## src/pkg/rcsbl_pkg.sv

```systemverilog
// constants, field layouts and types shared by the reset, strap and boot loader
package rcsbl_pkg;

    // reset sequence length in oscillator input clocks
    localparam int          RESET_SEQ_CYCLES = 750000;

    // wishbone register byte offsets
    localparam logic [7:0]  REG_STATUS    = 8'h00;
    localparam logic [7:0]  REG_PLL       = 8'h04;
    localparam logic [7:0]  REG_SECURITY  = 8'h08;
    localparam logic [7:0]  REG_CRC       = 8'h0c;
    localparam logic [7:0]  REG_LENGTH    = 8'h10;
    localparam logic [7:0]  REG_RATIO     = 8'h14;

    // pll configuration register field positions
    localparam int          PLL_RD_LSB    = 0;
    localparam int          PLL_FB_LSB    = 8;
    localparam int          PLL_OD_LSB    = 24;

    // status register field positions
    localparam int          ST_STATE_LSB  = 0;
    localparam int          ST_DONE_BIT   = 4;
    localparam int          ST_FAIL_BIT   = 5;
    localparam int          ST_OSC_INT_BIT = 6;
    localparam int          ST_SRC_LSB    = 8;
    localparam int          ST_STRAP_LSB  = 12;

    // ratio register field positions
    localparam int          RATIO_NUM_LSB = 0;
    localparam int          RATIO_DEN_LSB = 16;

    // security word bit forcing a boot from one-time-programmable memory
    localparam int          SEC_SECURE_BOOT_BIT = 5;

    // crc-32 constants and the check-word value that skips verification
    localparam logic [31:0] CRC_POLY      = 32'hedb88320;
    localparam logic [31:0] CRC_INIT      = 32'hffffffff;
    localparam logic [31:0] CRC_BYPASS    = 32'h0d15ab1e;

    // program load and entry address
    localparam int          RAM_AW        = 16;
    localparam logic [15:0] RAM_BASE      = 16'h0000;
    localparam logic [31:0] OTP_BASE      = 32'h00000000;

    typedef struct packed {
        logic [2:0]  od;   // output divider
        logic [11:0] fb;   // feedback value
        logic [5:0]  rd;   // reference divider
    } rcsbl_pll_t;

    // strap-selected boot settings, indexed by pll strap bits [1:0]
    localparam rcsbl_pll_t PLL_STRAP_00 = '{od: 3'h1, fb: 12'h07a, rd: 6'h00};
    localparam rcsbl_pll_t PLL_STRAP_01 = '{od: 3'h2, fb: 12'h017, rd: 6'h00};
    localparam rcsbl_pll_t PLL_STRAP_10 = '{od: 3'h2, fb: 12'h031, rd: 6'h00};
    localparam rcsbl_pll_t PLL_STRAP_11 = '{od: 3'h2, fb: 12'h077, rd: 6'h00};

    typedef struct packed {
        logic              we;
        logic [RAM_AW-1:0] addr;  // word address
        logic [31:0]       data;
    } rcsbl_ram_wr_t;

    typedef enum logic [2:0] {
        SRC_JTAG = 3'h0,
        SRC_RSVD = 3'h1,
        SRC_LINK = 3'h2,
        SRC_SPI  = 3'h3,
        SRC_OTP  = 3'h4
    } rcsbl_src_t;

    // gray-coded along hold, sequence, length, program, check, run
    typedef enum logic [2:0] {
        ST_HOLD = 3'b000,
        ST_SEQ  = 3'b001,
        ST_LEN  = 3'b011,
        ST_PROG = 3'b010,
        ST_CHK  = 3'b110,
        ST_RUN  = 3'b111,
        ST_FAIL = 3'b101,
        ST_WAIT = 3'b100
    } rcsbl_state_t;

endpackage

```

## src/hw/rcsbl_crc.sv

```systemverilog
// byte-serial reflected crc-32 engine
`timescale 1ns/1ps
module rcsbl_crc
    import rcsbl_pkg::*;
(
    input  wire logic        clk_i,   // system clock
    input  wire logic        rst_i,   // synchronous reset, active high
    input  wire logic        init_i,  // preload the register
    input  wire logic        en_i,    // absorb one byte
    input  wire logic [7:0]  byte_i,  // byte, least significant bit first
    output logic      [31:0] crc_o    // running register, not inverted
);
    logic [31:0] crc_d;

    // eight reflected shift steps per byte
    always_comb begin
        crc_d = crc_o ^ {24'h000000, byte_i};
        for (int i = 0; i < 8; i++) begin
            crc_d = crc_d[0] ? ((crc_d >> 1) ^ CRC_POLY) : (crc_d >> 1);
        end
    end

    // init wins over a byte so a new image never inherits old residue
    always_ff @(posedge clk_i) begin
        if (rst_i || init_i) begin
            crc_o <= CRC_INIT;
        end else if (en_i) begin
            crc_o <= crc_d;
        end
    end
endmodule

```

## src/hw/rcsbl_top.sv

```systemverilog
// reset release, strap sampling, pll setup and boot image loader
//
// Chosen here: the register addresses and register access over Wishbone.
`timescale 1ns/1ps
// Behaviour
// - while chip reset pin is low, all gpio output enables stay off.
// - after release, count the reset sequence, then enable pulls and boot.
// - boot pll setting comes from strap bits 1:0; software may rewrite it.
// - straps 00 load od1 f122 r0; straps 11 load od2 f119 r0.
// - straps 10 load od2 f49 r0; straps 01 load od2 f23 r0.
// - core clock is osc times (f+1)/2 over (r+1) and (od+1).
// - pll divider fields are writable at run time through a register.
// - straps 3:2 choose jtag wait, reserved, link b or spi flash.
// - secure-boot bit 5 overrides boot source straps 3:2 and boots from otp.
// - image is length word, four times length bytes, then check word.
// - check word 0x0d15ab1e skips crc verification.
// - length and check words arrive least significant byte first.
// - program stored from lowest ram address; execution starts there.
// - crc covers length word and program bytes, not the check word.
// - crc uses 0xedb88320, preload all ones, inverted residue compared.
// - low oscillator select pin picks resonator, high picks internal 20 mhz.
// - secure boot reads the otp image from address zero.
module rcsbl_top
    import rcsbl_pkg::*;
#(
    parameter int GPIO_W     = 32,               // general-purpose pin count
    parameter int SEQ_CYCLES = RESET_SEQ_CYCLES  // reset sequence length
) (
    input  wire logic              clk_i,                   // oscillator input clock
    input  wire logic              rst_i,                   // synchronous reset, active high
    input  wire logic              chip_rst_n_i,            // chip reset pin, active low
    input  wire logic [3:0]        strap_i,                 // [1:0] pll straps, [3:2] boot source
    input  wire logic              osc_source_select_low_i, // oscillator select pin
    input  wire logic [31:0]       security_i,              // security word from otp
    input  wire logic              img_valid_i,             // image byte valid
    input  wire logic [7:0]        img_data_i,              // image byte
    output logic                   img_ready_o,             // image byte accepted
    output rcsbl_src_t             boot_src_o,              // active boot source
    output logic [31:0]            img_addr_o,              // byte address of next image byte
    output logic [GPIO_W-1:0]      gpio_oe_o,               // gpio output enables
    output logic [GPIO_W-1:0]      gpio_pull_en_o,          // gpio pull resistor enables
    output logic                   boot_clk_int_o,          // 1 selects internal 20 mhz osc
    output rcsbl_pll_t             pll_cfg_o,               // pll divider fields
    output logic [12:0]            core_clk_num_o,          // core clock ratio numerator
    output logic [10:0]            core_clk_den_o,          // core clock ratio denominator
    output rcsbl_ram_wr_t          ram_wr_o,                // program ram write port
    output logic                   core_run_o,              // core released to execute
    output logic [RAM_AW-1:0]      core_pc_o,               // execution start address
    output logic                   boot_fail_o,             // image check failed
    input  wire logic              wb_cyc_i,                // wishbone cycle
    input  wire logic              wb_stb_i,                // wishbone strobe
    input  wire logic              wb_we_i,                 // wishbone write enable
    input  wire logic [7:0]        wb_adr_i,                // wishbone byte address
    input  wire logic [3:0]        wb_sel_i,                // wishbone byte selects
    input  wire logic [31:0]       wb_dat_i,                // wishbone write data
    output logic [31:0]            wb_dat_o,                // wishbone read data
    output logic                   wb_ack_o                 // wishbone acknowledge
);
    rcsbl_state_t      state_q, state_d;
    logic [19:0]       seq_cnt_q;
    logic [31:0]       word_q;
    logic [1:0]        byte_cnt_q;
    logic [31:0]       len_q;
    logic [31:0]       words_left_q;
    logic [31:0]       security_q;
    logic [31:0]       crc_reg;
    logic [31:0]       crc_final_q;
    logic              take;
    logic              word_done;
    logic [31:0]       word_full;
    logic              seq_done;
    logic              wb_req;
    logic [31:0]       pll_word;
    logic [31:0]       rd_data;

    assign take      = img_valid_i && img_ready_o;
    assign word_done = take && (byte_cnt_q == 2'd3);
    assign word_full = {img_data_i, word_q[31:8]};
    assign seq_done  = (seq_cnt_q == 20'(SEQ_CYCLES - 1));
    assign wb_req    = wb_cyc_i && wb_stb_i && !wb_ack_o;

    // boot sequence transitions
    always_comb begin
        state_d = state_q;
        unique case (state_q)
            ST_HOLD: state_d = ST_SEQ;
            ST_SEQ: begin
                if (seq_done) begin
                    if (security_i[SEC_SECURE_BOOT_BIT] || strap_i[3]) begin
                        state_d = ST_LEN;
                    end else begin
                        state_d = ST_WAIT;
                    end
                end
            end
            ST_LEN: begin
                if (word_done) begin
                    state_d = (word_full == 32'h0) ? ST_CHK : ST_PROG;
                end
            end
            ST_PROG: begin
                if (word_done && words_left_q == 32'h1) begin
                    state_d = ST_CHK;
                end
            end
            ST_CHK: begin
                if (word_done) begin
                    if (word_full == CRC_BYPASS || word_full == ~crc_reg) begin
                        state_d = ST_RUN;
                    end else begin
                        state_d = ST_FAIL;
                    end
                end
            end
            ST_RUN:  state_d = ST_RUN;
            ST_FAIL: state_d = ST_FAIL;
            ST_WAIT: state_d = ST_WAIT;
        endcase
        if (!chip_rst_n_i) begin
            state_d = ST_HOLD;
        end
    end

    // state register; the chip reset pin restarts the whole sequence
    always_ff @(posedge clk_i) begin
        if (rst_i) begin
            state_q <= ST_HOLD;
        end else begin
            state_q <= state_d;
        end
    end

    // reset sequence counter runs only after the reset pin is released
    always_ff @(posedge clk_i) begin
        if (rst_i || state_q != ST_SEQ) begin
            seq_cnt_q <= 20'h0;
        end else if (!seq_done) begin
            seq_cnt_q <= seq_cnt_q + 20'h1;
        end
    end

    // gpio drive and pulls: block never drives pins, pulls come on after the sequence
    always_ff @(posedge clk_i) begin
        if (rst_i || !chip_rst_n_i) begin
            gpio_oe_o      <= '0;
            gpio_pull_en_o <= '0;
        end else begin
            gpio_oe_o      <= '0;
            gpio_pull_en_o <= {GPIO_W{state_d != ST_HOLD && state_d != ST_SEQ}};
        end
    end

    // straps and security word are sampled once, as the sequence ends
    always_ff @(posedge clk_i) begin
        if (rst_i) begin
            boot_src_o     <= SRC_JTAG;
            security_q     <= 32'h0;
            boot_clk_int_o <= 1'b0;
        end else begin
            boot_clk_int_o <= osc_source_select_low_i;
            if (state_q == ST_SEQ && seq_done) begin
                security_q <= security_i;
                if (security_i[SEC_SECURE_BOOT_BIT]) begin
                    boot_src_o <= SRC_OTP;
                end else begin
                    boot_src_o <= rcsbl_src_t'({1'b0, strap_i[3:2]});
                end
            end
        end
    end

    // pll fields: strap table at boot, byte-lane writes by software afterwards
    always_ff @(posedge clk_i) begin
        if (rst_i) begin
            pll_cfg_o <= PLL_STRAP_00;
        end else if (state_q == ST_SEQ && seq_done) begin
            unique case (strap_i[1:0])
                2'b00: pll_cfg_o <= PLL_STRAP_00;
                2'b11: pll_cfg_o <= PLL_STRAP_11;
                2'b10: pll_cfg_o <= PLL_STRAP_10;
                2'b01: pll_cfg_o <= PLL_STRAP_01;
            endcase
        end else if (wb_cyc_i && wb_stb_i && wb_ack_o && wb_we_i && wb_adr_i == REG_PLL) begin
            // range checks are left to software; any field value is accepted
            if (wb_sel_i[0]) pll_cfg_o.rd        <= wb_dat_i[PLL_RD_LSB +: 6];
            if (wb_sel_i[1]) pll_cfg_o.fb[7:0]   <= wb_dat_i[PLL_FB_LSB +: 8];
            if (wb_sel_i[2]) pll_cfg_o.fb[11:8]  <= wb_dat_i[PLL_FB_LSB + 8 +: 4];
            if (wb_sel_i[3]) pll_cfg_o.od        <= wb_dat_i[PLL_OD_LSB +: 3];
        end
    end

    // core clock ratio, one cycle behind the pll fields
    always_ff @(posedge clk_i) begin
        if (rst_i) begin
            core_clk_num_o <= 13'h1;
            core_clk_den_o <= 11'h2;
        end else begin
            core_clk_num_o <= 13'({1'b0, pll_cfg_o.fb} + 13'h1);
            core_clk_den_o <= 11'(({5'h0, pll_cfg_o.rd} + 11'h1) * ({8'h0, pll_cfg_o.od} + 11'h1) * 11'h2);
        end
    end

    // byte assembly, least significant byte first
    always_ff @(posedge clk_i) begin
        if (rst_i || state_q == ST_SEQ) begin
            word_q     <= 32'h0;
            byte_cnt_q <= 2'd0;
            img_addr_o <= OTP_BASE;
        end else if (take) begin
            word_q     <= word_full;
            byte_cnt_q <= byte_cnt_q + 2'd1;
            img_addr_o <= img_addr_o + 32'h1;
        end
    end

    // ready follows the next state so no byte is taken after the check word
    always_ff @(posedge clk_i) begin
        if (rst_i) begin
            img_ready_o <= 1'b0;
        end else begin
            img_ready_o <= (state_d == ST_LEN || state_d == ST_PROG || state_d == ST_CHK);
        end
    end

    // length capture and program word counting
    always_ff @(posedge clk_i) begin
        if (rst_i || state_q == ST_SEQ) begin
            len_q        <= 32'h0;
            words_left_q <= 32'h0;
        end else if (word_done && state_q == ST_LEN) begin
            len_q        <= word_full;
            words_left_q <= word_full;
        end else if (word_done && state_q == ST_PROG) begin
            words_left_q <= words_left_q - 32'h1;
        end
    end

    // program words go to ram from the lowest address upward
    always_ff @(posedge clk_i) begin
        if (rst_i || state_q == ST_SEQ) begin
            ram_wr_o <= '{we: 1'b0, addr: RAM_BASE, data: 32'h0};
        end else begin
            ram_wr_o.we <= word_done && state_q == ST_PROG;
            if (ram_wr_o.we) begin
                ram_wr_o.addr <= ram_wr_o.addr + RAM_AW'(1);
            end
            if (word_done) begin
                ram_wr_o.data <= word_full;
            end
        end
    end

    // crc runs over length and program bytes only
    rcsbl_crc u_crc (
        .clk_i  (clk_i),
        .rst_i  (rst_i),
        .init_i (state_q == ST_SEQ),
        .en_i   (take && (state_q == ST_LEN || state_q == ST_PROG)),
        .byte_i (img_data_i),
        .crc_o  (crc_reg)
    );

    // run or fail outcome; entry address is always the load base
    always_ff @(posedge clk_i) begin
        if (rst_i || state_q == ST_SEQ) begin
            core_run_o  <= 1'b0;
            boot_fail_o <= 1'b0;
            core_pc_o   <= RAM_BASE;
            crc_final_q <= 32'h0;
        end else begin
            core_pc_o   <= RAM_BASE;
            core_run_o  <= (state_d == ST_RUN);
            boot_fail_o <= (state_d == ST_FAIL);
            if (state_q == ST_CHK && word_done) begin
                crc_final_q <= ~crc_reg;
            end
        end
    end

    // register read mux; unmapped offsets read zero
    assign pll_word = (32'(pll_cfg_o.rd) << PLL_RD_LSB) | (32'(pll_cfg_o.fb) << PLL_FB_LSB)
                    | (32'(pll_cfg_o.od) << PLL_OD_LSB);
    always_comb begin
        unique case (wb_adr_i)
            REG_STATUS:   rd_data = (32'(state_q) << ST_STATE_LSB) | (32'(core_run_o) << ST_DONE_BIT)
                                  | (32'(boot_fail_o) << ST_FAIL_BIT) | (32'(boot_clk_int_o) << ST_OSC_INT_BIT)
                                  | (32'(boot_src_o) << ST_SRC_LSB) | (32'(strap_i) << ST_STRAP_LSB);
            REG_PLL:      rd_data = pll_word;
            REG_SECURITY: rd_data = security_q;
            REG_CRC:      rd_data = crc_final_q;
            REG_LENGTH:   rd_data = len_q;
            REG_RATIO:    rd_data = (32'(core_clk_num_o) << RATIO_NUM_LSB) | (32'(core_clk_den_o) << RATIO_DEN_LSB);
            default:      rd_data = 32'h0;
        endcase
    end

    // single-wait-state wishbone slave: ack one cycle after the request, then drop
    always_ff @(posedge clk_i) begin
        if (rst_i) begin
            wb_ack_o <= 1'b0;
            wb_dat_o <= 32'h0;
        end else begin
            wb_ack_o <= wb_req;
            if (wb_req && !wb_we_i) begin
                wb_dat_o <= rd_data;
            end
        end
    end
endmodule

```

## config.mk

```make
export PLATFORM = sky130hd
export DESIGN_NAME = rcsbl_top
export DESIGN_NICKNAME = d
export VERILOG_FILES = /design/src/pkg/rcsbl_pkg.sv /design/src/hw/rcsbl_crc.sv /design/src/hw/rcsbl_top.sv
export SDC_FILE = /design/constraint.sdc
export NUM_CORES = 1
export LEC_CHECK = 0
export ABC_AREA = 1
export ABC_CLOCK_PERIOD_IN_PS = 5680
export BUFFER_PORTS_ARGS = -buffer_cell sky130_fd_sc_hd__buf_2
export CAP_MARGIN = 40
export CELL_PAD_IN_SITES_DETAIL_PLACEMENT = 0
export CELL_PAD_IN_SITES_GLOBAL_PLACEMENT = 1
export CORE_AREA = 2 2 248 189
export DETAILED_ROUTE_END_ITERATION = 10
export DIE_AREA = 0 0 250 191
export PLACE_DENSITY = 0.9
export SETUP_SLACK_MARGIN = 0.1
export SLEW_MARGIN = 10
export SYNTH_ARGS = -nofsm -noshare
export SYNTH_HDL_FRONTEND = slang
export SYNTH_SLANG_ARGS = --single-unit
```

## constraint.sdc

```tcl
create_clock -name clk_i -period 5.68 [get_ports clk_i]
set_clock_uncertainty 0.05 [all_clocks]
set_input_delay 0.568 -clock clk_i [delete_from_list [all_inputs] [get_ports clk_i]]
set_output_delay 0.568 -clock clk_i [all_outputs]
set_load 0.1 [all_outputs]
```

==> results of run 1 <==
[report_power, final]
| part | switching, mW | leakage (nW) | internal (mW) | total [mW] |
|---|---|---|---|---|
| Sequential | 0.00620 | 3.02 | 2.63 | 2.64 |
| Combinational | 0.371 | 6.23 | 0.0870 | 0.458 |
| Clock | 1.10 | 0.649 | 1.56 | 2.66 |
| Total | 1.48 | 9.89 | 4.28 | 5.76 |
[worst reg2reg max path: stages (launching register included)]
cell and delay, ns:
dfxtp_1 0.61, ha_1 0.25, xnor2_1 0.18, inv_1 0.15
nand2_1 0.08, fa_1 0.50, inv_1 0.05, fa_1 0.55
inv_1 0.06, fa_1 0.45, nor2_1 0.12, o21ai_0 0.08
nand2_1 0.11, a21oi_1 0.08, o21bai_1 0.15, o21ai_0 0.09
a21oi_1 0.17
[stage by stage]
stage                     hold slack [ns]  area (um^2)
after global routing                0.192        22000
after CTS                           0.168        22000
after global placement              0.392        20600
final                               0.183        22000
after floorplan                     0.375        19400
after detailed placement            0.400        20700
[registers in the layout (all words and copies together) (netlist names), 32 cells and up]
name,count
words_left_q,32
wb_dat_o,32
crc_final_q,32
len_q,32
u_crc.crc_o,32
ram_wr_o,49
img_addr_o,32
security_q,32
[layout by cell type, fill, tap and decap left out, types with 5 or more instances in the layout]
master       n
a211oi_1     7
o21ai_0    198
nor2_1     281
conb_1      49
a31oi_1     20
nor3_1      41
nand2_2      7
fa_1        10
o21ai_1      8
xnor2_1     19
dfxtp_1    374
nand3_1    110
buf_2      282
nand4_1     35
clkbuf_8    10
inv_2       17
buf_4       15
ha_1        26
clkinv_2     6
clkbuf_1     6
o211ai_1    23
xor2_1      66
nor2_2      11
nor3_2       5
a22oi_1      5
nand2_1    658
inv_1      272
a41oi_1      9
a21oi_1    296
or2_2        7
clkbuf_16   40
o22ai_1     12
[cell type report]
class / instances / share of cell area
Clock inverter: 12 / 0.00693
Clock buffer: 56 / 0.0527
Tap cell: 595 / 0.0338
Sequential cell: 374 / 0.340
Timing Repair Buffer: 302 / 0.0749
Inverter: 293 / 0.0501
Multi-Input combinational cell: 1948 / 0.441
[cells by family after synthesis]
group                    after synthesis  synth area share
XOR/XNOR                              94            0.0493
multiplexers                           1          0.000521
buffers and inverters                496             0.115
adder cells (fa/ha/maj)               36            0.0274
other                                  1          0.000195
AO/OA/AOI/OAI                        591             0.165
AND/OR/NAND/NOR                     1177             0.253
flip-flops                           374             0.390
[final timing paths]
| check | start | end | depth (start not counted) |
|---|---|---|---|
| max | pll_cfg_o[18] | core_clk_den_o[9] | 16 |
| min | osc_source_select_low_i | boot_clk_int_o | 3 |
| max reg2reg | pll_cfg_o[18] | core_clk_den_o[9] | 16 |
| min reg2reg | ram_wr_o[44] | ram_wr_o[44] | 2 |
[routing by layer]
| layer | vias to the layer above | part of all wire | track usage |
|---|---|---|---|
| met5 | - | 0.00016 | 0 |
| met4 | 2 | 0.024 | 0.0719 |
| met3 | 92 | 0.070 | 0.0396 |
| met2 | 642 | 0.44 | 0.394 |
| met1 | 8854 | 0.46 | 0.364 |
| li1 | 9210 | - | - |
==> qor_table.md, run 1 <==
| Stage | Item | Reported |
|---|---|---|
| timing | Tmin final | 3.82 ns |
| yosys | Number of register bits inferred by synthesis | 374 |
| timing | Endpoints failing setup | 0 |
| timing | Maximum achievable frequency | 0.262 GHz |
| timing | Number of max-slew violations in the final report | 0 |
| placed design | Total placed cells including tap cells | 3512 |
| worst setup path | Cell type of the slowest stage on the worst timing path | dfxtp_1 |
| yosys | Number of synthesized flops with an enable pin | 0 |
| yosys | Cell accounting for the most synthesized area | dfxtp_1 |
| worst setup path | Crit path capture type | flip-flop |
| yosys | Leading cell type by number of instances after synthesis | nand2_1 |
| placed design | Worst slack after detailed placement | 1.88 ns |
| clock tree | CTS Hold Bufs | 0 |
| timing | Final period util | 0.673 |
| global route | Global-route wire length before repair | 96100 um |
| cells and area | Sequential cell area in the final layout | 7490 um^2 |
| worst setup path | CP bufs+invs | 3 |
| detailed routing | Via/cell ratio | 5.25 |
| global route | Via count of the first global-routing pass | 17038 |
| clock tree | Clock buffer count from CTS | 39 |
| global route | Largest net degree at the start of global routing | 85 |
| detailed routing | Count of nets left with antenna violations after detail routing | 0 |
| die | Total I/O pin count | 342 |
| yosys | Gate count after technology mapping | 2770 |
| die | Floorplan row count | 68 |
| cells and area | Layout cells sized above 1 | 0.144 |
| worst setup path | Critical path launch point type | flip-flop |
| placed design | Routability congestion estimate from global placement | 0.936 |
| detailed routing | Routed WL per cell | 17.7 um |
| detailed routing | Post-detailed-routing wire length | 63200 um |
| timing | Slew of the pin with the lowest slew margin | 0.830 ns |
| worst setup path | Worst Setup Path Type | reg -> reg |
| clock tree | Deepest level of the CTS H-tree | 2 |
| yosys | Synth top area share | 0.390 |
| global route | Initial antenna violation count | 2 |
| cells and area | Count of nets after finishing | 3090 |
| clock tree | Post-CTS Repair Setup Buffers | 0 |
| yosys | Dominant cells by area after synthesis | dfxtp_1 (39%), nand2_1 (13%), a21oi_1 (7.7%), nor2_1 (5.6%), inv_1 (5.3%) |
| flow run | # Max-Cap Violations | 0 |
| yosys | Distinct cells, synth | 52 |
| worst setup path | Top fanout value on the critical path | 11 |
| timing | Final hold viol count | 0 |
| die | Die extent in y | 191 um |
| placed design | DPL Wire Length | 47300 um |
| cells and area | Area used by multi-input combinational logic | 9720 um^2 |
| yosys | Most used DFF post-synth | dfxtp_1 |
| worst setup path | Reg2reg setup slack | 1.86 ns |
| clock tree | # resized after CTS | 0 |
| timing | Worst slew margin | 0.443 |
| clock tree | Skew-Pair Late Insertion Delay | 0.55 ns |
| die | Initial Utilization | 0.423 |
| cells and area | Fillcell total | 4569 |
| clock tree | Number of sinks handled by clock tree synthesis | 374 |
| yosys | Ys async rst share | 0 |
| die | Core area | 45400 um^2 |
| worst setup path | Highest cell delay on the worst timing path | 0.61 ns |
| yosys | Synthesized area | 19200 um^2 |
| power and ir drop | Cell Pwr Density | 261 nW/um^2 |
| worst setup path | Worst path cell trace | ha_1, xnor2_1, inv_1, nand2_1, fa_1, inv_1, fa_1, inv_1, fa_1, nor2_1, o21ai_0, nand2_1, a21oi_1, o21bai_1, o21ai_0, a21oi_1 |
| cells and area | Final cell count without fillers | 3580 |
| yosys | Syn avg cell area | 6.93 um^2 |
| cells and area | Final standard cell utilization of the core | 0.485 |
| power and ir drop | VDD IR-drop max | 0.191 mV |
| timing | Setup repair after global routing missed its margin | no |
| timing | Final critical-path setup slack | 1.86 ns |
| global route | Total routing usage reported by global routing | 0.254 |
| worst setup path | Data arrival, critical path | 4.25 ns |
| worst setup path | Category of cells accounting for the largest share of critical-path delay | adder cells |
| status | Status | finished, final reports clean |
| worst setup path | Required @ worst endpoint | 6.11 ns |
| yosys | Count of yosys warnings during synthesis | 0 |
| detailed routing | Vias | 18800 |
| cells and area | P&R area growth vs syn | 14.7% |
| power and ir drop | Leakage dissipation | 9.89 nW |
| clock tree | Master cell of the clock root buffer | clkbuf_16 |
| hold path | Hold WC Path Type | in -> reg |
| die | Overall die width | 250 um |
| clock tree | Bufs on Longest Clock Path | 3 |
| clock tree | TritonCTS clock tree | done |
| detailed routing | Count of unresolved DRC violations after routing | 0 |
| timing | Post-route setup TNS | 0 ns |
| clock tree | Clk pin slew, worst setup/hold paths | 0.07 ns |
| die | Die area | 47800 um^2 |
| yosys | Ranking of synthesized cells by instance count | nand2_1 (659), dfxtp_1 (374), a21oi_1 (296) |
| placed design | Port-buffer cells | 281 |
| cells and area | Antenna Diode Count | 0 |
| power and ir drop | Total power consumption of the routed design | 5.76 mW |
| detailed routing | Detailed router's first-iteration violation count | 1912 |
| yosys | Sequential element share of the synthesized area | 0.390 |
| detailed routing | Number of detailed-routing iterations run before antenna repair | 6 |
| global route | Remaining global-route overflow | 0 |
(Power assumes the default switching activity.)
==> run 2: changes to the inputs <==
--- a/config.mk
+++ b/config.mk
@@ -5,16 +5,16 @@
 export SDC_FILE = /design/constraint.sdc
 export NUM_CORES = 1
 export LEC_CHECK = 0
-export ABC_AREA = 1
-export ABC_CLOCK_PERIOD_IN_PS = 5680
+export ABC_AREA = 0
+export ABC_CLOCK_PERIOD_IN_PS = 3300
 export BUFFER_PORTS_ARGS = -buffer_cell sky130_fd_sc_hd__buf_2
 export CAP_MARGIN = 40
 export CELL_PAD_IN_SITES_DETAIL_PLACEMENT = 0
 export CELL_PAD_IN_SITES_GLOBAL_PLACEMENT = 1
-export CORE_AREA = 2 2 248 189
+export CORE_AREA = 2 2 257 195
 export DETAILED_ROUTE_END_ITERATION = 10
-export DIE_AREA = 0 0 250 191
-export PLACE_DENSITY = 0.9
+export DIE_AREA = 0 0 259 197
+export PLACE_DENSITY = 0.82
 export SETUP_SLACK_MARGIN = 0.1
 export SLEW_MARGIN = 10
 export SYNTH_ARGS = -nofsm -noshare
==> constraint.sdc (replaced) <==
create_clock -name clk_i -period 3.3 [get_ports clk_i]
set_clock_uncertainty 0.05 [all_clocks]
set_input_delay 0.33 -clock clk_i [delete_from_list [all_inputs] [get_ports clk_i]]
set_output_delay 0.33 -clock clk_i [all_outputs]
set_load 0.1 [all_outputs]
==> qor_table.md, run 2 <==
| Stage | Item | Reported | vs previous |
|---|---|---|---|
| yosys | Ys async rst share | 0 | unchanged |
| detailed routing | Count of unresolved DRC violations after routing | 0 | unchanged |
| yosys | Most used DFF post-synth | dfxtp_1 |  |
| placed design | Total placed cells including tap cells | 2987 | -15% |
| detailed routing | Vias | 16777 | -11% |
| power and ir drop | Switching power | 2.48 mW | +67% |
| timing | Final period util | 1.01 | +0.341 |
| timing | Endpoints failing setup | 1 | +1 |
| timing | Post-route setup TNS | -0.0459 ns | -0.0459 ns |
| worst setup path | R2R depth | 15 | -1 |
| worst setup path | Worst Setup Path Type | reg -> reg |  |
| global route | Global-route wire length before repair | 91500 um | -4.8% |
| power and ir drop | Leakage dissipation | 8.66 nW | -12% |
| global route | Via count of the first global-routing pass | 15278 | -10% |
| timing | Slew of the pin with the lowest slew margin | 0.805 ns | -0.0245 ns |
| die | Total I/O pin count | 342 | unchanged |
| yosys | Dominant cells by area after synthesis | dfxtp_1 (42%), nand2_1 (7.7%), a21oi_1 (6.2%), xnor2_1 (5.6%), nor2_1 (4.8%) |  |
| clock tree | Number of sinks handled by clock tree synthesis | 374 | unchanged |
| die | Die extent in y | 197 um | +3.1% |
| power and ir drop | Internal power | 7.46 mW | +74% |
| yosys | Count of yosys warnings during synthesis | 0 | unchanged |
| power and ir drop | Fraction of power consumed by sequential logic | 0.455 | -0.003 |
| worst setup path | Crit path capture type | flip-flop |  |
| detailed routing | Routed WL per cell | 19.7 um | +11% |
| yosys | Synthesized area | 17800 um^2 | -7.3% |
| clock tree | Master cell of the clock root buffer | clkbuf_16 |  |
| global route | Total routing usage reported by global routing | 0.229 | -0.0242 |
| detailed routing | Count of nets left with antenna violations after detail routing | 0 | unchanged |
| timing | Hold_ws | 0.0181 ns | -0.165 ns |
| timing | Final critical-path setup slack | -0.0459 ns | -1.91 ns |
| timing | Number of max-slew violations in the final report | 0 | unchanged |
| worst setup path | Worst reg2reg endpoint | core_clk_den_o[9] |  |
| yosys | Leading cell type by number of instances after synthesis | dfxtp_1 |  |
| yosys | Distinct cells, synth | 71 | +37% |
| cells and area | Layout cells sized above 1 | 0.199 | +0.0556 |
| placed design | Port-buffer cells | 281 | unchanged |
| hold path | Launch point of the worst hold path | security_i[5] |  |
| yosys | Number of register bits inferred by synthesis | 374 | unchanged |
| placed design | Routability congestion estimate from global placement | 0.917 | -2.0% |
| worst setup path | Critical path launch point type | flip-flop |  |
| hold path | Hold Path End | security_q[5] |  |
| cells and area | Fillcell total | 4798 | +5.0% |
| power and ir drop | Total power consumption of the routed design | 9.94 mW | +73% |
| worst setup path | Top fanout value on the critical path | 5 | -6 |
| die | Floorplan row count | 70 | +2.9% |
| yosys | Number of synthesized flops with an enable pin | 0 | unchanged |
| timing | Tmin final | 3.35 ns | -0.475 ns |
| worst setup path | Data arrival, critical path | 3.74 ns | -0.51 ns |
| power and ir drop | Cell Pwr Density | 459 nW/um^2 | +75% |
| detailed routing | Post-detailed-routing wire length | 61000 um | -3.5% |
| hold path | Hold path depth | 3 | unchanged |
| clock tree | Clk pin slew, worst setup/hold paths | 0.06 ns | about the same |
| detailed routing | Via/cell ratio | 5.41 | +3.0% |
| cells and area | Largest register by flop count | ram_wr_o |  |
| status | Violated checks | negative setup slack |  |
| timing | Maximum achievable frequency | 0.299 GHz | +14% |
| clock tree | Clock buffer count from CTS | 40 | +2.6% |
| detailed routing | Number of detailed-routing iterations run before antenna repair | 7 | +1 |
| yosys | Synth top area share | 0.421 | +0.0308 |
| clock tree | TritonCTS clock tree | done |  |
| worst setup path | Critical R2R Launch | pll_cfg_o[19] |  |
| placed design | DPL Wire Length | 44400 um | -6.1% |
| worst setup path | CP Launch Point | pll_cfg_o[19] |  |
| clock tree | Deepest level of the CTS H-tree | 2 | unchanged |
| clock tree | Bufs on Longest Clock Path | 3 | unchanged |
| die | Die area | 51000 um^2 | +6.9% |
| status | Status | complete, but fails checks |  |
| detailed routing | Detailed router's first-iteration violation count | 1865 | -2.5% |
| cells and area | Count of nets after finishing | 2557 | -17% |
| global route | Initial antenna violation count | 3 | +1 |
| flow run | # Max-Cap Violations | 0 | unchanged |
| yosys | Gate count after technology mapping | 2161 | -22% |
| yosys | Syn avg cell area | 8.23 um^2 | +19% |
| worst setup path | Required @ worst endpoint | 3.70 ns | -2.41 ns |
| yosys | Cell accounting for the most synthesized area | dfxtp_1 |  |
| timing | Setup repair after global routing missed its margin | yes |  |
| clock tree | Skew-Pair Late Insertion Delay | 0.56 ns | about the same |
| hold path | Hold WC Path Type | in -> reg |  |
| yosys | Ranking of synthesized cells by instance count | dfxtp_1 (374), nand2_1 (365), nor2_1 (229) |  |
| worst setup path | Reg2reg setup slack | -0.05 ns | -1.91 ns |
| die | Initial Utilization | 0.367 | -0.0552 |
| global route | Largest net degree at the start of global routing | 127 | +49% |
| global route | Remaining global-route overflow | 0 | unchanged |
| cells and area | Final cell count without fillers | 3103 | -13% |
| power and ir drop | Net switching fraction of the power | 0.249 | -0.00782 |
| yosys | Sequential element share of the synthesized area | 0.421 | +0.0308 |
| timing | Worst slew margin | 0.459 | +0.0156 |
| power and ir drop | Clock Power Share | 0.470 | +0.007 |
| timing | Final hold viol count | 0 | unchanged |
| cells and area | Highest-count cells in the layout ignoring fill and taps | nand2_1 (365), dfxtp_1 (365), buf_2 (281), nor2_1 (226), a21oi_1 (218) |  |
| power and ir drop | Portion of total power attributed to combinational logic | 0.075 | -0.005 |
| die | Core area | 48400 um^2 | +6.6% |
| die | Overall die width | 259 um | +3.6% |
| cells and area | Number of flip-flops in the largest register | 49 | unchanged |
| cells and area | P&R area growth vs syn | 21.8% |  |
| power and ir drop | VDD IR-drop max | 0.344 mV | +80% |
run 2: cell count changes after synthesis, moves of 32 or more:
cell	previous run	this run
clkbuf_1	90	133
inv_1	272	24
nor2_1	284	229
o21ai_0	198	53
nand3_1	110	42
nand2_1	659	365
xnor2_1	19	113
a22oi_1	5	37
a21oi_1	296	219
run 2: worst max-delay path, stage by stage, from the launching register on:
cell and delay (ns):
dfxtp_4 0.36, ha_4 0.17, xnor2_4 0.16, nand2b_4 0.15, fa_2 0.53, inv_2 0.04
fa_1 0.52, buf_4 0.11, inv_2 0.03, fa_2 0.36, nor2b_2 0.14, o21ai_1 0.08
nand2b_1 0.08, a21o_1 0.13, a21oi_2 0.06, mux2_2 0.26
run 2: cell families after synthesis:
group           count (synthesis)  share of synthesized area
buf+inv                       252                     0.0722
mux                            29                     0.0168
flops                         374                      0.421
compound gates                452                      0.160
other cells                     1                   0.000211
xor+xnor                      177                     0.0875
simple gates                  840                      0.213
fa+ha+maj                      36                     0.0295
run 2: power by group through the flow:
stage / sequential [mW] / combinational [mW] / clock (mW)
CTS: 4.52 / 0.740 / 4.76
global placement: 4.62 / 0.697 / 0
finish: 4.52 / 0.750 / 4.67
detailed placement: 4.62 / 0.699 / 0
floorplan: 4.66 / 0.536 / 0
global route: 4.52 / 0.783 / 4.95
run 2: layout make-up:
class | instances | area (um^2) | share of cell area
inverters | 24 | 90.1 | 0.00416
multi-input cells | 1583 | 9420 | 0.435
flip-flops and latches | 374 | 7520 | 0.347
well taps | 648 | 811 | 0.0374
clock inverters | 12 | 150 | 0.00693
diodes | 2 | 5.00 | 0.000231
repair buffers | 402 | 2470 | 0.114
clock buffers | 58 | 1200 | 0.0554
run 2: how the worst max path moves through the flow:
| stage | endpoint | slack (ns) | depth (start not counted) |
|---|---|---|---|
| 2_1_floorplan | core_clk_den_o[10] | -0.23 | 13 |
| 3_3_place_gp | core_clk_den_o[9] | -0.16 | 14 |
| 3_5_place_dp | core_clk_den_o[10] | -0.17 | 13 |
| 4_1_cts | core_clk_den_o[9] | -0.03 | 15 |
| 5_1_grt | core_clk_den_o[9] | -0.17 | 15 |
| 6_report | core_clk_den_o[9] | -0.05 | 15 |
run 2: layer usage:
layer,wire [um],part of all wire,track usage,vias up
met4,1640,0.027,0.0659,4
met3,5480,0.090,0.0516,123
met2,26700,0.44,0.342,759
li1,-,-,-,7854
met1,27200,0.45,0.329,8037
met5,27,0.00044,0,-
run 2: timing repair:
item / in CTS / in global routing
setup endpoints to repair: 4 / 4
endpoints found under the hold margin: 40 / 0
hold buffers: 40 / 0
resized for setup: 16 / 7
pin swaps: 16 / 8
setup buffers: 1 / 4
cloned: 0 / 0
run 2: stage by stage:
| step | setup slack [ns] | util | cell area, um^2 |
|---|---|---|---|
| 3_3_place_gp | -0.161 | 0.408 | 19700 |
| 4_1_cts | -0.0309 | 0.446 | 21600 |
| 6_report | -0.0459 | 0.447 | 21700 |
| 3_5_place_dp | -0.170 | 0.408 | 19700 |
| 2_1_floorplan | -0.229 | - | 18100 |
| 5_1_grt | -0.166 | 0.447 | 21700 |
